### config.mk
export PLATFORM = sky130hd
export DESIGN_NAME = spi_tx_core
export DESIGN_NICKNAME = d
export VERILOG_FILES = /design/src/core/spi_tx_pkg.sv /design/src/core/pin_sync.sv /design/src/core/byte_shift.sv /design/src/core/spi_tx_core.sv
export SDC_FILE = /design/constraint.sdc
export NUM_CORES = 1
export LEC_CHECK = 0
export ABC_CLOCK_PERIOD_IN_PS = 5300
export BUFFER_PORTS_ARGS = -buffer_cell sky130_fd_sc_hd__buf_2
export CORE_UTILIZATION = 35
export DETAILED_ROUTE_END_ITERATION = 16
export GPL_TIMING_DRIVEN = 0
export MAX_ROUTING_LAYER = met4
export PLACE_DENSITY = 0.65
export SYNTH_ARGS = -nofsm -noshare
export SYNTH_HDL_FRONTEND = slang
export SYNTH_SLANG_ARGS = --single-unit
### constraint.sdc
create_clock -name clk_i -period 5.3 [get_ports clk_i]
set_clock_uncertainty 0.05 [all_clocks]
set_input_delay 0 -clock clk_i [delete_from_list [all_inputs] [get_ports clk_i]]
set_output_delay 0 -clock clk_i [all_outputs]
set_load 0.05 [all_outputs]
### src/core/spi_tx_pkg.sv
// Purpose: Shared constants and types of the serial slave transmit block.
// Assumes: A 12-bit register address and byte-wide transmit memory.
// Notes:   The legacy register names share the offsets of the current ones.
package spi_tx_pkg;

  localparam int            REG_AW        = 12;
  localparam int            DATA_W        = 32;
  localparam int            BYTE_W        = 8;
  localparam int            CNT_W         = 10;
  localparam int            LIST_W        = 2;

  // Legacy and current names decode to the same offsets.
  localparam logic [11:0]   OFF_TX_START  = 12'h544;
  localparam logic [11:0]   OFF_TX_MAX    = 12'h548;
  localparam logic [11:0]   OFF_TX_SENT   = 12'h54c;
  localparam logic [11:0]   OFF_TX_LIST   = 12'h550;
  localparam logic [11:0]   OFF_LINK_FMT  = 12'h554;
  localparam logic [11:0]   OFF_IGN_FILL  = 12'h55c;
  localparam logic [11:0]   OFF_ORC_FILL  = 12'h5c0;

  localparam logic [9:0]    CNT_MAX       = 10'h3ff;
  localparam logic [31:0]   RST_WORD      = 32'h0000_0000;
  localparam logic [7:0]    RST_BYTE      = 8'h00;
  localparam logic [2:0]    LAST_BIT      = 3'h7;
  localparam logic [10:0]   IDX_TOP       = 11'h7ff;

  // Bit 0 is the bit order, bit 1 the clock phase, bit 2 the clock polarity.
  typedef struct packed {
    logic clock_polarity_select;
    logic clock_phase_select;
    logic low_bit_first;
  } link_fmt_t;

  localparam link_fmt_t     FMT_RESET     = '0;

  typedef struct packed {
    logic csn;
    logic sck;
  } spi_pins_t;

  typedef struct packed {
    logic [11:0] addr;
    logic [31:0] wdata;
    logic        wr;
    logic        rd;
  } reg_req_t;

  typedef enum logic [1:0] {
    ST_IDLE = 2'b00,
    ST_LOAD = 2'b01,
    ST_RUN  = 2'b11
  } tx_state_t;

  typedef enum logic [1:0] {
    SRC_MEM = 2'b00,
    SRC_IGN = 2'b01,
    SRC_ORC = 2'b10
  } byte_src_t;

endpackage

### src/core/pin_sync.sv
// Purpose: Two-flop synchroniser with edge pulses for slow pin inputs.
// Assumes: Pins change far slower than clk_i.
// Notes:   Edges are found on the second stage only.
`timescale 1ns/1ps
module pin_sync #(
  parameter int         W       = 2,
  parameter logic [1:0] RST_VAL = 2'b10
) (
  input  wire logic         clk_i,
  input  wire logic         rst_i,
  input  wire logic [W-1:0] pin_i,
  output logic      [W-1:0] level_o,
  output logic      [W-1:0] rise_o,
  output logic      [W-1:0] fall_o
);

  logic [W-1:0] meta;
  logic [W-1:0] sync;
  logic [W-1:0] prev;

  generate
    if (W != 2)
    begin : g_bad_width
      $error("pin_sync serves exactly two pins");
    end
  endgenerate

  always_ff @(posedge clk_i)
  begin
    if (rst_i)
    begin
      meta <= RST_VAL;
      sync <= RST_VAL;
      prev <= RST_VAL;
    end
    else
    begin
      meta <= pin_i;
      sync <= meta;
      prev <= sync;
    end
  end

  assign level_o = sync;
  assign rise_o  = sync & ~prev;
  assign fall_o  = ~sync & prev;

endmodule // pin_sync

### src/core/byte_shift.sv
// Purpose: Byte shifter that presents one bit at a time in either order.
// Assumes: Load and shift never come in the same cycle.
// Notes:   Load wins if they do.
`timescale 1ns/1ps
module byte_shift #(
  parameter int W = 8
) (
  input  wire logic         clk_i,
  input  wire logic         rst_i,
  input  wire logic         load_i,
  input  wire logic         shift_i,
  input  wire logic         low_first_i,
  input  wire logic [W-1:0] din_i,
  output logic              bit_o
);

  logic [W-1:0] sh;

  generate
    if (W < 2)
    begin : g_bad_width
      $error("byte_shift needs at least two bits");
    end
  endgenerate

  always_ff @(posedge clk_i)
  begin
    if (rst_i)
      sh <= '0;
    else if (load_i)
      sh <= din_i;
    else if (shift_i)
      sh <= low_first_i ? (sh >> 1) : (sh << 1);
  end

  assign bit_o = low_first_i ? sh[0] : sh[W-1];

endmodule // byte_shift

### src/core/spi_tx_core.sv
// What this block does
// RULE_01 - Hold a transmit maximum byte count from zero to 0x3FF.
// RULE_02 - Record bytes sent after each granted transaction; count is read-only.
// RULE_03 - Order setting 0 shifts high bit first, 1 shifts low bit first.
// RULE_04 - Phase 0: sample on leading clock edge, change data on trailing edge.
// RULE_05 - Phase 1: sample on trailing clock edge, change data on leading edge.
// RULE_06 - Polarity 0 means clock idles low; 1 means clock idles high.
// RULE_07 - Ungranted transactions send the ignored-transaction fill character for every byte.
// RULE_08 - Bytes beyond the maximum count send the over-read fill character.
// RULE_09 - Configuration, count and fill registers reset to zero.
// RULE_10 - Fetch bytes from memory in sequence from the buffer start address.
// RULE_11 - Legacy pointer, maximum and sent-count names alias the same storage.
//
// Purpose: Transmit side and link format of a serial peripheral slave.
// Assumes: Memory answers a read in the cycle after mem_rd_o; grant is on clk_i.
// Notes:   Serial pins are sampled by clk_i, so the serial clock must be slow.
//
// The implementer's own choice: the strobed register port.
`timescale 1ns/1ps
module spi_tx_core
  import spi_tx_pkg::*;
#(
  parameter int ADDR_W = 32
) (
  input  wire logic                  clk_i,
  input  wire logic                  rst_i,
  input  wire spi_tx_pkg::reg_req_t  reg_i,
  output logic [31:0]                rd_data_o,
  input  wire spi_tx_pkg::spi_pins_t spi_i,
  output logic                       miso_o,
  output logic                       miso_oe_o,
  input  wire logic                  granted_i,
  output logic [ADDR_W-1:0]          mem_addr_o,
  output logic                       mem_rd_o,
  input  wire logic [7:0]            mem_rdata_i,
  output logic                       txn_end_o
);

  generate
    if (ADDR_W != DATA_W)
    begin : g_bad_addr
      $error("memory address must be as wide as the pointer register");
    end
  endgenerate

  logic [31:0]       tx_start;
  logic [CNT_W-1:0]  tx_max;
  logic [CNT_W-1:0]  tx_sent;
  logic [LIST_W-1:0] tx_list;
  link_fmt_t         fmt;
  logic [7:0]        ign_fill;
  logic [7:0]        orc_fill;

  tx_state_t         state;
  logic              frame_granted;
  logic [10:0]       fidx;
  logic [10:0]       done_cnt;
  logic [2:0]        bit_cnt;
  logic [2:0]        samp_cnt;
  logic              started;
  logic              cap1;
  logic              cap2;
  byte_src_t         src1;
  byte_src_t         src2;
  logic [7:0]        pend_byte;
  logic              pend_valid;

  spi_pins_t         lvl;
  spi_pins_t         rise;
  spi_pins_t         fall;
  logic              lead_ev;
  logic              trail_ev;
  logic              sample_ev;
  logic              shift_ev;
  logic              advance;
  logic              frame_end;
  logic              fetch_go;
  logic [10:0]       fetch_idx;
  logic              fetch_grant;
  byte_src_t         fetch_src;
  logic              sh_load;
  logic              sh_shift;
  logic              sh_bit;

  function automatic logic hit(input logic [11:0] a, input logic [11:0] off);
    hit = (a == off);
  endfunction

  function automatic byte_src_t pick_src(input logic g, input logic [10:0] idx,
                                         input logic [CNT_W-1:0] lim);
    if (!g)
      pick_src = SRC_IGN;
    else if (idx >= {1'b0, lim})
      pick_src = SRC_ORC;
    else
      pick_src = SRC_MEM;
  endfunction

  pin_sync #(
    .W       (2),
    .RST_VAL (2'b10)
  ) u_pins (
    .clk_i   (clk_i),
    .rst_i   (rst_i),
    .pin_i   (spi_i),
    .level_o (lvl),
    .rise_o  (rise),
    .fall_o  (fall)
  );

  // RULE_06 polarity picks edges
  assign lead_ev   = fmt.clock_polarity_select ? fall.sck : rise.sck;
  assign trail_ev  = fmt.clock_polarity_select ? rise.sck : fall.sck;
  // RULE_04 phase zero edges
  // RULE_05 phase one edges
  assign sample_ev = fmt.clock_phase_select ? trail_ev : lead_ev;
  assign shift_ev  = fmt.clock_phase_select ? lead_ev : trail_ev;
  // With phase 1 the first leading edge only presents the already loaded bit.
  assign advance   = (state == ST_RUN) && shift_ev
                     && (started || !fmt.clock_phase_select);
  assign frame_end = (state != ST_IDLE) && rise.csn;

  assign sh_load   = ((state == ST_LOAD) && pend_valid && !frame_end)
                     || (advance && (bit_cnt == LAST_BIT) && !frame_end);
  assign sh_shift  = advance && (bit_cnt != LAST_BIT);
  assign fetch_go  = ((state == ST_IDLE) && fall.csn) || sh_load;
  assign fetch_idx = (state == ST_IDLE) ? '0 : fidx;
  assign fetch_grant = (state == ST_IDLE) ? granted_i : frame_granted;
  // RULE_07 fill when ignored
  // RULE_08 fill past maximum
  assign fetch_src = pick_src(fetch_grant, fetch_idx, tx_max);

  byte_shift #(
    .W           (BYTE_W)
  ) u_shift (
    .clk_i       (clk_i),
    .rst_i       (rst_i),
    .load_i      (sh_load),
    .shift_i     (sh_shift),
    // RULE_03 bit order select
    .low_first_i (fmt.low_bit_first),
    .din_i       (pend_byte),
    .bit_o       (sh_bit)
  );

  // RULE_09 zero after reset
  // RULE_11 shared alias storage
  always_ff @(posedge clk_i)
  begin
    if (rst_i)
    begin
      tx_start <= RST_WORD;
      tx_max   <= '0;
      tx_list  <= '0;
      fmt      <= FMT_RESET;
      ign_fill <= RST_BYTE;
      orc_fill <= RST_BYTE;
    end
    else if (reg_i.wr)
    begin
      if (hit(reg_i.addr, OFF_TX_START))
        tx_start <= reg_i.wdata;
      // RULE_01 ten-bit maximum count
      if (hit(reg_i.addr, OFF_TX_MAX))
        tx_max <= reg_i.wdata[CNT_W-1:0];
      if (hit(reg_i.addr, OFF_TX_LIST))
        tx_list <= reg_i.wdata[LIST_W-1:0];
      if (hit(reg_i.addr, OFF_LINK_FMT))
        fmt <= reg_i.wdata[2:0];
      if (hit(reg_i.addr, OFF_IGN_FILL))
        ign_fill <= reg_i.wdata[7:0];
      if (hit(reg_i.addr, OFF_ORC_FILL))
        orc_fill <= reg_i.wdata[7:0];
    end
  end

  // Read data stands for one cycle only; unmapped offsets read as zero.
  always_ff @(posedge clk_i)
  begin
    if (rst_i)
      rd_data_o <= RST_WORD;
    else if (!reg_i.rd)
      rd_data_o <= RST_WORD;
    else if (hit(reg_i.addr, OFF_TX_START))
      rd_data_o <= tx_start;
    else if (hit(reg_i.addr, OFF_TX_MAX))
      rd_data_o <= {22'h0, tx_max};
    else if (hit(reg_i.addr, OFF_TX_SENT))
      rd_data_o <= {22'h0, tx_sent};
    else if (hit(reg_i.addr, OFF_TX_LIST))
      rd_data_o <= {30'h0, tx_list};
    else if (hit(reg_i.addr, OFF_LINK_FMT))
      rd_data_o <= {29'h0, fmt};
    else if (hit(reg_i.addr, OFF_IGN_FILL))
      rd_data_o <= {24'h0, ign_fill};
    else if (hit(reg_i.addr, OFF_ORC_FILL))
      rd_data_o <= {24'h0, orc_fill};
    else
      rd_data_o <= RST_WORD;
  end

  always_ff @(posedge clk_i)
  begin
    if (rst_i)
    begin
      state         <= ST_IDLE;
      frame_granted <= 1'b0;
      started       <= 1'b0;
      bit_cnt       <= '0;
    end
    else if (frame_end)
      state <= ST_IDLE;
    else
    begin
      case (state)
        ST_IDLE:
        begin
          if (fall.csn)
          begin
            state         <= ST_LOAD;
            frame_granted <= granted_i;
            started       <= 1'b0;
            bit_cnt       <= '0;
          end
        end
        ST_LOAD:
        begin
          if (pend_valid)
            state <= ST_RUN;
        end
        ST_RUN:
        begin
          if (shift_ev)
            started <= 1'b1;
          if (advance)
            bit_cnt <= bit_cnt + 3'h1;
        end
        default:
          state <= ST_IDLE;
      endcase
    end
  end

  // Fetch pipeline: request, memory answers, byte lands in the pending slot.
  // A fill character takes the same path so every byte has the same latency.
  // RULE_10 sequential buffer fetch
  always_ff @(posedge clk_i)
  begin
    if (rst_i)
    begin
      mem_rd_o   <= 1'b0;
      mem_addr_o <= '0;
      fidx       <= '0;
      cap1       <= 1'b0;
      cap2       <= 1'b0;
      src1       <= SRC_MEM;
      src2       <= SRC_MEM;
    end
    else
    begin
      mem_rd_o <= fetch_go && (fetch_src == SRC_MEM);
      cap1     <= fetch_go;
      src1     <= fetch_src;
      cap2     <= cap1;
      src2     <= src1;
      if (fetch_go)
      begin
        mem_addr_o <= tx_start + {21'h0, fetch_idx};
        if (fetch_idx != IDX_TOP)
          fidx <= fetch_idx + 11'h1;
        else
          fidx <= fetch_idx;
      end
    end
  end

  always_ff @(posedge clk_i)
  begin
    if (rst_i)
    begin
      pend_byte  <= RST_BYTE;
      pend_valid <= 1'b0;
    end
    else if (cap2)
    begin
      pend_valid <= 1'b1;
      case (src2)
        SRC_MEM: pend_byte <= mem_rdata_i;
        SRC_IGN: pend_byte <= ign_fill;
        SRC_ORC: pend_byte <= orc_fill;
        default: pend_byte <= orc_fill;
      endcase
    end
    else if (sh_load || (state == ST_IDLE))
      pend_valid <= 1'b0;
  end

  // A byte counts as sent once its eighth bit has been sampled by the master.
  always_ff @(posedge clk_i)
  begin
    if (rst_i)
    begin
      samp_cnt <= '0;
      done_cnt <= '0;
    end
    else if ((state == ST_IDLE) && fall.csn)
    begin
      samp_cnt <= '0;
      done_cnt <= '0;
    end
    else if ((state == ST_RUN) && sample_ev)
    begin
      samp_cnt <= samp_cnt + 3'h1;
      if ((samp_cnt == LAST_BIT) && (done_cnt != IDX_TOP))
        done_cnt <= done_cnt + 11'h1;
    end
  end

  // RULE_02 sent count update
  always_ff @(posedge clk_i)
  begin
    if (rst_i)
    begin
      tx_sent   <= '0;
      txn_end_o <= 1'b0;
    end
    else
    begin
      txn_end_o <= frame_end && frame_granted;
      if (frame_end && frame_granted)
        tx_sent <= (done_cnt > {1'b0, tx_max}) ? tx_max : done_cnt[CNT_W-1:0];
    end
  end

  always_ff @(posedge clk_i)
  begin
    if (rst_i)
    begin
      miso_o    <= 1'b0;
      miso_oe_o <= 1'b0;
    end
    else
    begin
      miso_o    <= (state == ST_RUN) ? sh_bit : 1'b0;
      miso_oe_o <= (state != ST_IDLE);
    end
  end
endmodule // spi_tx_core

# Yosys cells after proc, flatten, opt, wreduce, memory -nomap -nowiden
# Index checks and enable logic that the tools add are counted.
# word_totals
regBits	202
elab_cells	139
# classes
order_cmp	2
add_sub_neg	5
reduce_logical	41
muxes	33
eq_ne	19
bitwise	7
# ops
cell	n
$eq 12x11->1 const B	7
$mux 8	7
$add 32x11->32	1
$mux 32	1
$mux 10	3
$add 11x1->11 const B	2
$mux 11	2
$ne 11x11->1 const B	2
$pmux 8 s2	1
$reduce_and 2->1	7
$logic_and 1x1->1	13
$ge 11x10->1	1
$gt 11x10->1	1
$mux 1	10
$mux 2	4
$ne 2x2->1 const B	4
$reduce_and 4->1	2
$reduce_bool 2->1	4
$reduce_or 2->1	4
$add 3x1->3 const B	2
$eq 3x3->1 const B	2
$logic_not 2->1	3
$mux 3	2
$pmux 2 s3	1
other kinds (11)	21

# Longest topological paths before layout
# Gate-level depths: netlist (run 1).
# logic_depth
word_depth	12
mapped_depth	14
ltp_nobuf	11

# Hierarchy
# From an unflattened synthesis (run 1), not the netlist that was laid out.
# unflattened
hier_cells	1156
area_unflattened_um2	9644.2
# modules_own_cells
module	n_inst	area_per_inst_um2	cells_each
spi_tx_core	1	8987.4	1092
byte_shift	1	474.2	48
pin_sync	1	182.7	16

# Worst setup path before layout (run 1)
# Ideal clock, no wire load.
# synth_path
kind	register to register
startpoint	register state[1]
endpoint	register mem_addr_o[21]
stages_incl_launch_ff	14
setup_time_ns	0.134
t_arrival_ns	2.782
path_slack_ns	2.334
synth_period_minus_slack_ns	2.966
path_cell_list	dfxtp_1 > or2_1 > buf_4 > clkbuf_1 > and2_1 > ha_1 > and2_1 > nor2b_1 > a221o_1 > a31oi_1 > buf_2 > nand4b_1 > xor2_1 > a211oi_1
# synth_via
elab_chain_len	7
elab_cells_between_ends	17
classes_between	add/sub (1); eq/ne (2); mux (1); reduce/logical (13)
# synth_lines
item	line_no	source
start: declaration	spi_tx_core.sv:54	tx_state_t state;
start signal: assignment	spi_tx_core.sv:206	state <= ST_IDLE;
start signal: assignment	spi_tx_core.sv:212	state <= ST_IDLE;
start signal: assignment	spi_tx_core.sv:220	state <= ST_LOAD;
branches (longest 7 deep; another with $add 32x11->32)	n/a	
end signal: assignment	spi_tx_core.sv:268	mem_addr_o <= tx_start + {21'h0, fetch_idx};
end: declaration	spi_tx_core.sv:33	output logic [ADDR_W-1:0] mem_addr_o,
# Parallel ways; which one is timed is not known.
# A chain may end at the register's enable or synchronous reset.

# Final worst setup path (run 1)
# Ends and elaborated chain as after synthesis.

==> out/qor.yml, run 1 <==
die:
  die_w_microns: 167
  dieArea_sq_um: 28000
  fp-row-count: 60
  start_util_pct: 35.6
  core_area_sq_um: 26900
  ioPinCount: 127
  chipHeight_microns: 167
finish:
  layout.core_utilization_pct: 44.1
  insertedDiodeCount: 0
  final_layout_size_suffix_gt1_share_pct: 15.0
  final_net_count: 1423
  syn_to_final_growth_pct: 24.0
flow_run:
  drv_cap: 0
worst_setup_path:
  cp_data_arrival_time_ps: 4110
  worstPathMaxFanout: 10
  critical-path-max-stage-delay_ps: 400
  crit_path_cell_trace: "or2_1 > buf_4 > clkbuf_1 > nand2_1 > inv_1 > ha_1 > a21oi_1 > o21bai_1 > a221o_1 > a31oi_1 > buf_2 > nand4b_1 > xor2_1 > a211oi_1"
  r2r_slack_ps: 1510
  timing.rr.start: "state[1]"
  cp.required_ps: 5610
  type_of_origin_of_the_critical_path: "flop"
  worst_path_max_delay_cell: "a31oi_1"
  r2r_cells: 14
  crit_type: "reg -> reg"
  end_kind: "flop"
  worstReg2RegEnd: "mem_addr_o[21]"
sta:
  slew_violations: 0
  worst_slew_pin_slew_ps: 746
  relSlewSlack_pct: 50.3
  fin_crit_ps: 3790
  timing.final.crit_share_pct: 71.5
  highest_clock_frequency_the_design_can_meet_ghz: 0.264
  report.final.hold_viol_count: 1
  timing.setup.tns_ps: 0
  report.final.setup_viol: 0
  whs_ps: -1.17
  rsz_0062_raised_after_global_routing: "false"
synthesis:
  syn-mean-instance-area_sq_um: 8.37
  ys_seq_elements: 202
  synth_seq_area_share_pct: 42.3
  mappedNetlistNets: 1229
  synth_area_sq_um: 9570
  asyncSetResetFlopFracSynth_pct: 0
  synth_enable_flop_cells: 0
  synthDominantCellAreaShare_pct: 42.3
  dominantRegCellSynth: "dfxtp_1"
  synth_area_leader_cell: "dfxtp_1"
  synth_instances: 1143
  number_of_unique_standard_cell_types_used_by_synthesis: 75
  ys.warnings.count: 0
  synth.area.top_cells: "dfxtp_1, nand2_1, mux2i_1"
global_routing:
  via_count_of_the_first_global_routing_pass: 8410
  grt_first_pass_wirelength_mm: 45.6
  grt_max_degree: 14
  globalRouteOverflowTotal: 0
  track_usage_pct: 21.0
  grt_antenna_before_repair: 0
worst_hold_path:
  hp-class: "in -> reg"
  min_to: "src2[0]"
  worst_hold_launch: "rst_i"
  hold_depth: 3
power_and_ir_drop:
  max-vdd-ir-drop_uv: 213
  cellPowerDensity_nw_per_um2: 287
  power.leakage_nw: 4.44
clocking:
  cts.repair.resized: 0
  cts_sinks: 202
  cts.path.max_buffers: 3
  insertion_delay_ps: 510
  cts_root_buffer: "clkbuf_16"
  cts_setup_buffers: 0
  clk_pin_slew_ps: 60
  cts-buffers-inserted: 22
  tritoncts_clock_tree: "built"
  cts-htree-levels: 1
place:
  port_buffers: 125
  place.detailed.hpwl_mm: 21.8
  weighted_congestion_at_the_end_of_routability_driven_global_placement: 0.937
routing:
  detailedRoute.firstIterationViolations: 742
  route.vias.total: 8961
  drt-vias-per-instance: 5.29
  drc_errors: 0
  drt_pre_antenna_iters: 5
  ant_nets: 0
  totalWireLength_mm: 29.2
  route.detailed.wl_per_inst_microns: 17.3
run_status:
  run_status: "complete, but fails checks"
  failed_checks: "negative hold slack"
## stage by stage
stage	total power [mW]	std cells	cell area [sq um]	hold WS, ps	setup WS, ps
after CTS	3.43	1694	11900	8.06	1580
after global routing	3.50	1694	11900	37.8	1200
after floorplan	1.67	1143	9570	53.8	2330
after detailed placement	1.74	1609	10600	138	1590
after global placement	1.74	1609	10600	137	1630
final	3.41	1694	11900	-1.17	1510
## routing by layer
| metal | GRT usage, % | part of all wire, % |
|---|---|---|
| met1 | 27.6 | 46 |
| met2 | 33.5 | 45 |
| met3 | 2.62 | 6.0 |
| met4 | 6.62 | 3.0 |
| met5 | - | 0 |
## worst max-delay path, delay by kind of cell, from the launching register on
kind,cells,cell delay [ps]
DFF,1,390
xor gates and xnor gates,1,150
AOI/OAI and AO/OA,5,1190
adders and majority gates,1,320
buffers and inverters,4,1080
and+or+nand+nor,3,450
## power breakdown
part	switching [mW]	total, mW	leakage (nW)	internal [mW]
registers	0.00879	1.54	1.63	1.53
logic	0.126	0.195	2.42	0.0694
clock network	0.629	1.67	0.389	1.04
## cells by family (layout without fill, tap and decap cells)
kind of cell,count (synthesis),after routing,synth area share (%)
xor gates and xnor gates,32,32,2.93
DFF,202,202,42.3
muxes,64,64,6.81
buffers and inverters,103,313,4.42
adders and majority gates,31,31,3.95
and+or+nand+nor,456,456,22.7
AOI/OAI and AO/OA,255,255,16.9
## Yosys cell counts, drive strengths merged, types with 11 or more instances
cell type,instances
dfxtp,202
nand2,172
and2,31
a21oi,103
o21ai,52
a22oi,14
mux2i,55
and3,11
a211oi,21
nor2b,17
ha,27
inv,31
or3,15
clkbuf,52
xnor2,25
nand3,31
nor2,105
nor3,27
buf,20
## registers in the layout (all words and copies together), names as in the netlist, 3 cells and up
signal,count
mem_addr_o,32
rd_data_o,32
tx_start,32
done_cnt,11
fidx,11
tx_max,10
tx_sent,10
ign_fill,8
orc_fill,8
pend_byte,8
u_shift.sh,8
bit_cnt,3
fmt,3
samp_cnt,3
## cell usage in the layout, fill, tap and decap left out, drive strengths merged, types with 4 or more instances in the layout
master       Yosys  final
and3            11     11
maj3             4      4
xor2             7      7
nand4           10     10
nor2b           17     17
nor3            27     27
o21ai           52     52
bufinv           0      4
o31ai            5      5
and2            31     31
nand2b          10     10
a32oi            5      5
or3             15     15
dfxtp          202    202
nor2           105    105
and4             4      4
a311oi          10     10
a21oi          103    103
mux2             9      9
o211ai           4      4
a21o             4      4
nor4             4      4
clkbuf          52     83
inv             31     31
xnor2           25     25
buf             20    145
nand3           31     31
dlygate4sd3      0     45
ha              27     27
nand2          172    172
a211oi          21     21
mux2i           55     55
or2              6      6
clkinv           0      4
a31oi            5      5
a22oi           14     14
## worst max-delay path by stage
stage | cells after the start | endpoint | start
after floorplan | 13 | mem_addr_o[21] | state[1]
after global placement | 14 | mem_addr_o[21] | state[0]
after detailed placement | 14 | mem_addr_o[21] | state[0]
after CTS | 14 | mem_addr_o[21] | state[0]
after global routing | 14 | mem_addr_o[21] | state[1]
final | 14 | mem_addr_o[21] | state[1]
## timing repair
action | CTS | global route
setup endpoints to repair | 0 | 0
hold endpoints to repair | 80 | 0
hold buffers | 45 | 0
## area by class of cell
class                   instances  area, sq um
fillers                      2692        15000
plain buffers                  72          307
repair buffers                170         1080
clock buffers                  31          646
inverters                      31          116
flip-flops and latches        202         4040
multi-input cells             838         5100
clock inverters                 9          148
well taps                     341          427
No activity file was read; power rests on OpenSTA's default activity.
==> run 2: changes to the inputs <==
--- a/config.mk
+++ b/config.mk
@@ -5,7 +5,7 @@
 export SDC_FILE = /design/constraint.sdc
 export NUM_CORES = 1
 export LEC_CHECK = 0
-export ABC_CLOCK_PERIOD_IN_PS = 5300
+export ABC_CLOCK_PERIOD_IN_PS = 3700
 export BUFFER_PORTS_ARGS = -buffer_cell sky130_fd_sc_hd__buf_2
 export CORE_UTILIZATION = 35
 export DETAILED_ROUTE_END_ITERATION = 16
==> constraint.sdc (replaced) <==
create_clock -name clk_i -period 3.7 [get_ports clk_i]
set_clock_uncertainty 0.05 [all_clocks]
set_input_delay 0 -clock clk_i [delete_from_list [all_inputs] [get_ports clk_i]]
set_output_delay 0 -clock clk_i [all_outputs]
set_load 0.05 [all_outputs]
==> run 2 against run 1 <==
  * Highest routed layer unchanged
  * The run now ends clean
  * Largest power group unchanged
  * Flip-flop and latch count is the same
  * Fmax grew 10%
  * Critical path depth shrank 3
  * Core utilization is essentially flat
  * Critical path type unchanged
  * Routed wire length shrank 0.34%
  * Clock power grew 43%
  * Die area is the same
  * Register-to-register slack lost 1300 ps
  * Via count grew 0.37%
==> out/qor.yml, run 2 (synthesized netlist as in run 1, its figures left out) <==
run_status:
  run_status: "finished, final reports clean"
sta:
  fin_crit_ps: 3450
  whs_ps: 2.11
  worst_slew_pin_slew_ps: 742
  relSlewSlack_pct: 50.5
  report.final.setup_viol: 0
  rsz_0062_raised_after_global_routing: "false"
  slew_violations: 0
  report.final.hold_viol_count: 0
  timing.setup.tns_ps: 0
  highest_clock_frequency_the_design_can_meet_ghz: 0.290
  setup_ws_ps: 253
  timing.final.crit_share_pct: 93.2
global_routing:
  grt_first_pass_wirelength_mm: 45.4
  grt_antenna_before_repair: 0
  via_count_of_the_first_global_routing_pass: 8396
  globalRouteOverflowTotal: 0
  grt_max_degree: 20
  track_usage_pct: 20.9
finish:
  mostFrequentLayoutCell: "dfxtp_1"
  fillers: 2691
  insertedDiodeCount: 0
  reg_top3: "mem_addr_o: 32 flops, rd_data_o: 32 flops, tx_start: 32 flops"
  mostFrequentLayoutCells: "dfxtp_1, nand2_1, buf_2"
  stdcell_area_sq_um: 11900
  multi_input_comb_area_sq_um: 5110
  final-instance-count-excl-fill: 1693
  syn_to_final_growth_pct: 24.0
  final_net_count: 1422
  final_layout_size_suffix_gt1_share_pct: 15.1
  sequential_cell_area_sq_um: 4040
clocking:
  cts_setup_buffers: 0
  cts-buffers-inserted: 22
  cts_sinks: 202
  cts.path.max_buffers: 3
  tritoncts_clock_tree: "built"
  cts-htree-levels: 1
  insertion_delay_ps: 510
  cts_root_buffer: "clkbuf_16"
  clk_pin_slew_ps: 60
routing:
  detailedRoute.firstIterationViolations: 781
  route.detailed.wl_per_inst_microns: 17.2
  route.vias.total: 8994
  drt_pre_antenna_iters: 5
  drt-vias-per-instance: 5.31
  ant_nets: 0
  totalWireLength_mm: 29.1
  drc_errors: 0
place:
  placed_area_sq_um: 10600
  place.detailed.hpwl_mm: 21.8
  port_buffers: 125
  weighted_congestion_at_the_end_of_routability_driven_global_placement: 0.937
  pre_cts_slack_ps: -6.82
  dp.cells: 1609
power_and_ir_drop:
  power.leakage_nw: 4.44
  max-vdd-ir-drop_uv: 304
  cellPowerDensity_nw_per_um2: 411
die:
  chipHeight_microns: 167
  core_area_sq_um: 26900
  start_util_pct: 35.6
  fp-row-count: 60
  dieArea_sq_um: 28000
  ioPinCount: 127
  die_w_microns: 167
worst_setup_path:
  crit_type: "reg -> reg"
  worst_path_max_delay_cell: "nor4b_1"
  crit_path_cell_trace: "or2_1 > buf_4 > nand2_1 > ha_1 > nand2b_1 > maj3_1 > maj3_1 > a21oi_1 > a21oi_1 > o21ai_0 > nor4b_1"
  worstPathMaxFanout: 19
  cp.required_ps: 4030
  cp_data_arrival_time_ps: 3770
  critical-path-max-stage-delay_ps: 410
  end_kind: "flop"
  type_of_origin_of_the_critical_path: "flop"
flow_run:
  drv_cap: 0
worst_hold_path:
  hp-class: "in -> reg"
[run 2: changes by cell type in the layout (fill, tap and decap cells not counted)]
| cell | change |
|---|---|
| clkbuf_1 | -1 |
| a31oi_1 | -1 |
| a31oi_2 | +1 |
[run 2: repair_timing]
action / 4_1_cts / 5_1_grt
setup endpoints to repair: 2 / 5
gates resized for setup: 0 / 1
cloned: 0 / 0
hold endpoints to repair: 80 / 0
pin swaps: 0 / 0
hold buffers: 45 / 0
[run 2: metal layers]
layer  track usage [%]  share of wire [%]  vias to the layer above
met3              2.62                6.5                       52
met5                 -                  0                        -
li1                  -                  -                     4393
met1              27.5                 46                     4193
met4              6.58                2.9                        0
met2              33.4                 45                      356
[run 2: area by class of cell]
| class | count | share of cell area [%] |
|---|---|---|
| Tap cell | 341 | 3.60 |
| Clock buffer | 31 | 5.44 |
| Clock inverter | 9 | 1.24 |
| Sequential cell | 202 | 34.1 |
| Multi-Input combinational cell | 838 | 43.0 |
| Inverter | 31 | 0.981 |
| Buffer | 71 | 2.55 |
| Timing Repair Buffer | 170 | 9.07 |
[run 2: worst paths after layout]
path,start,end,slack [ps],cells past startpoint
worst max-delay path,state[1],mem_rd_o,250,11
worst min-delay path,rst_i,src2[0],2,3
worst max register to register,state[1],mem_rd_o,250,11
worst min register to register,u_pins.meta[1],u_pins.level_o[1],360,1
[run 2: stage by stage]
stage | total power, mW | util (%)
6_report | 4.88 | 44.2
5_1_grt | 5.01 | 44.2
4_1_cts | 4.92 | 44.1
3_5_place_dp | 2.50 | 39.5
3_3_place_gp | 2.49 | 39.5
2_1_floorplan | 2.39 | -
[run 2: worst max-delay path, delay by kind of cell, from the launching register on]
kind	cells	cell delay, ps
AO/OA/AOI/OAI	3	640
adder cells (fa/ha/maj)	3	1000
buffers and inverters	1	200
AND/OR/NAND/NOR	4	1080
flip-flops	1	340
[run 2: power breakdown]
part           switching, mW  internal, mW
combinational          0.180        0.0992
clock                  0.899          1.49
sequential            0.0124          2.19
==> run 3: changes to the inputs <==
--- a/config.mk
+++ b/config.mk
@@ -12,6 +12,7 @@
 export GPL_TIMING_DRIVEN = 0
 export MAX_ROUTING_LAYER = met4
 export PLACE_DENSITY = 0.65
+export RECOVER_POWER = 100
 export SYNTH_ARGS = -nofsm -noshare
 export SYNTH_HDL_FRONTEND = slang
 export SYNTH_SLANG_ARGS = --single-unit
==> run 3 against run 2 <==
  * Routed wire length increased by 0.16%
  * Sequential power hardly changed
  * Clock-buffer cell count did not move
  * Global-route usage did not move
  * First-iteration DRC count decreased by 7.3%
  * Flip-flop and latch count stayed put
  * Clock power is essentially flat
  * Cell area shrank 1.4%
  * Final cell count unchanged
  * Die area unchanged
  * Critical path type unchanged
  * Worst hold slack gained 4.2 ps
  * Via count fell by 0.47%
==> out/qor.yml, run 3 (synthesized netlist as in run 1, its figures left out) <==
finish:
  syn_to_final_growth_pct: 22.3
  mostFrequentLayoutCell: "dfxtp_1"
  fillers: 2746
  final-instance-count-excl-fill: 1693
  insertedDiodeCount: 0
  reg_top3: "mem_addr_o: 32 flops, rd_data_o: 32 flops, tx_start: 32 flops"
  multi_input_comb_area_sq_um: 5040
  final_layout_size_suffix_gt1_share_pct: 8.80
  final_net_count: 1422
  mostFrequentLayoutCells: "dfxtp_1, nand2_1, clkbuf_1"
  sequential_cell_area_sq_um: 4040
clocking:
  cts.path.max_buffers: 3
  cts_sinks: 202
  cts_setup_buffers: 0
  cts-buffers-inserted: 22
  cts_root_buffer: "clkbuf_16"
  tritoncts_clock_tree: "built"
  insertion_delay_ps: 510
  clk_pin_slew_ps: 60
  cts-htree-levels: 1
die:
  chipHeight_microns: 167
  core_area_sq_um: 26900
  dieArea_sq_um: 28000
  start_util_pct: 35.6
  die_w_microns: 167
  ioPinCount: 127
  fp-row-count: 60
routing:
  totalWireLength_mm: 29.2
  route.vias.total: 8952
  route.detailed.wl_per_inst_microns: 17.2
  ant_nets: 0
  drt-vias-per-instance: 5.29
  drc_errors: 0
  detailedRoute.firstIterationViolations: 724
  drt_pre_antenna_iters: 5
sta:
  relSlewSlack_pct: 23.7
  setup_ws_ps: 299
  fin_crit_ps: 3400
  report.final.hold_viol_count: 0
  worst_slew_pin_slew_ps: 1140
  highest_clock_frequency_the_design_can_meet_ghz: 0.294
  slew_violations: 0
  timing.setup.tns_ps: 0
  rsz_0062_raised_after_global_routing: "false"
  timing.final.crit_share_pct: 91.9
  report.final.setup_viol: 0
  whs_ps: 6.28
global_routing:
  grt_first_pass_wirelength_mm: 45.4
  globalRouteOverflowTotal: 0
  via_count_of_the_first_global_routing_pass: 8396
  grt_max_degree: 20
  grt_antenna_before_repair: 0
  track_usage_pct: 20.9
power_and_ir_drop:
  power.leakage_nw: 4.11
  cellPowerDensity_nw_per_um2: 417
  design_power_total_mw: 4.88
  max-vdd-ir-drop_uv: 302
worst_setup_path:
  worst_path_max_delay_cell: "a2bb2oi_1"
  critical-path-top-cell-by-count: "ha_1"
  type_of_origin_of_the_critical_path: "flop"
  worstPathMaxFanout: 19
  cp.required_ps: 4060
  end_kind: "flop"
  cp_data_arrival_time_ps: 3760
  crit_type: "reg -> reg"
  critical-path-max-stage-delay_ps: 400
  crit_path_cell_trace: "or2_1 > buf_4 > nand2_1 > inv_1 > ha_1 > ha_1 > a21oi_1 > a2111o_1 > a2bb2oi_1 > o21ba_1 > buf_6 > o21ai_0 > a311oi_1"
worst_hold_path:
  hp-class: "in -> reg"
place:
  dp.cells: 1609
  port_buffers: 125
  place.detailed.hpwl_mm: 21.8
  pre_cts_slack_ps: -6.82
  weighted_congestion_at_the_end_of_routability_driven_global_placement: 0.937
flow_run:
  drv_cap: 0
run_status:
  run_status: "finished, final reports clean"
==> run 3: what timing repair did <==
action	4_1_cts	5_1_grt
setup endpoints to repair	2	5
resized for setup	0	1
hold buffers	45	0
hold endpoints to repair	80	0
==> run 3: area by class of cell <==
type	count	share of cell area [%]
plain buffers	71	2.52
flip-flops and latches	202	34.6
clock inverters	9	1.26
clock buffers	31	5.52
multi-input cells	838	43.1
well taps	341	3.65
repair buffers	170	8.46
inverters	31	0.994
==> run 3: path summary, 6_finish.rpt <==
path / depth (start not counted) / from / slack (ps) / endpoint
worst max-delay path: 13 / state[1] / 300 / mem_addr_o[16]
worst min-delay path: 3 / rst_i / 6 / src2[0]
worst max register to register: 13 / state[1] / 300 / mem_addr_o[16]
worst min register to register: 1 / u_pins.meta[1] / 360 / u_pins.level_o[1]
==> run 3: where the power goes <==
| group | switching [mW] | total [mW] | internal [mW] |
|---|---|---|---|
| Sequential | 0.0129 | 2.21 | 2.19 |
| Clock | 0.901 | 2.39 | 1.49 |
| Combinational | 0.179 | 0.274 | 0.0950 |
==> run 3: per-layer routing <==
metal  global-route usage (%)  share of wire (%)
met5                        -                  0
met4                     6.58                2.9
met1                     27.5                 46
met2                     33.4                 45
met3                     2.62                6.2
==> run 3: critical path, delay by kind of cell, from the launching register on <==
family | cells | cell delay [ps]
AOI/OAI and AO/OA | 6 | 1550
adders and majority gates | 2 | 450
buffers and inverters | 3 | 470
DFF | 1 | 340
and+or+nand+nor | 2 | 450
==> run 3: per-stage QoR <==
stage | cell area [sq um] | utilization, %
2_1_floorplan | 9570 | -
3_3_place_gp | 10600 | 39.5
3_5_place_dp | 10600 | 39.5
4_1_cts | 11900 | 44.1
5_1_grt | 11700 | 43.5
6_report | 11700 | 43.5
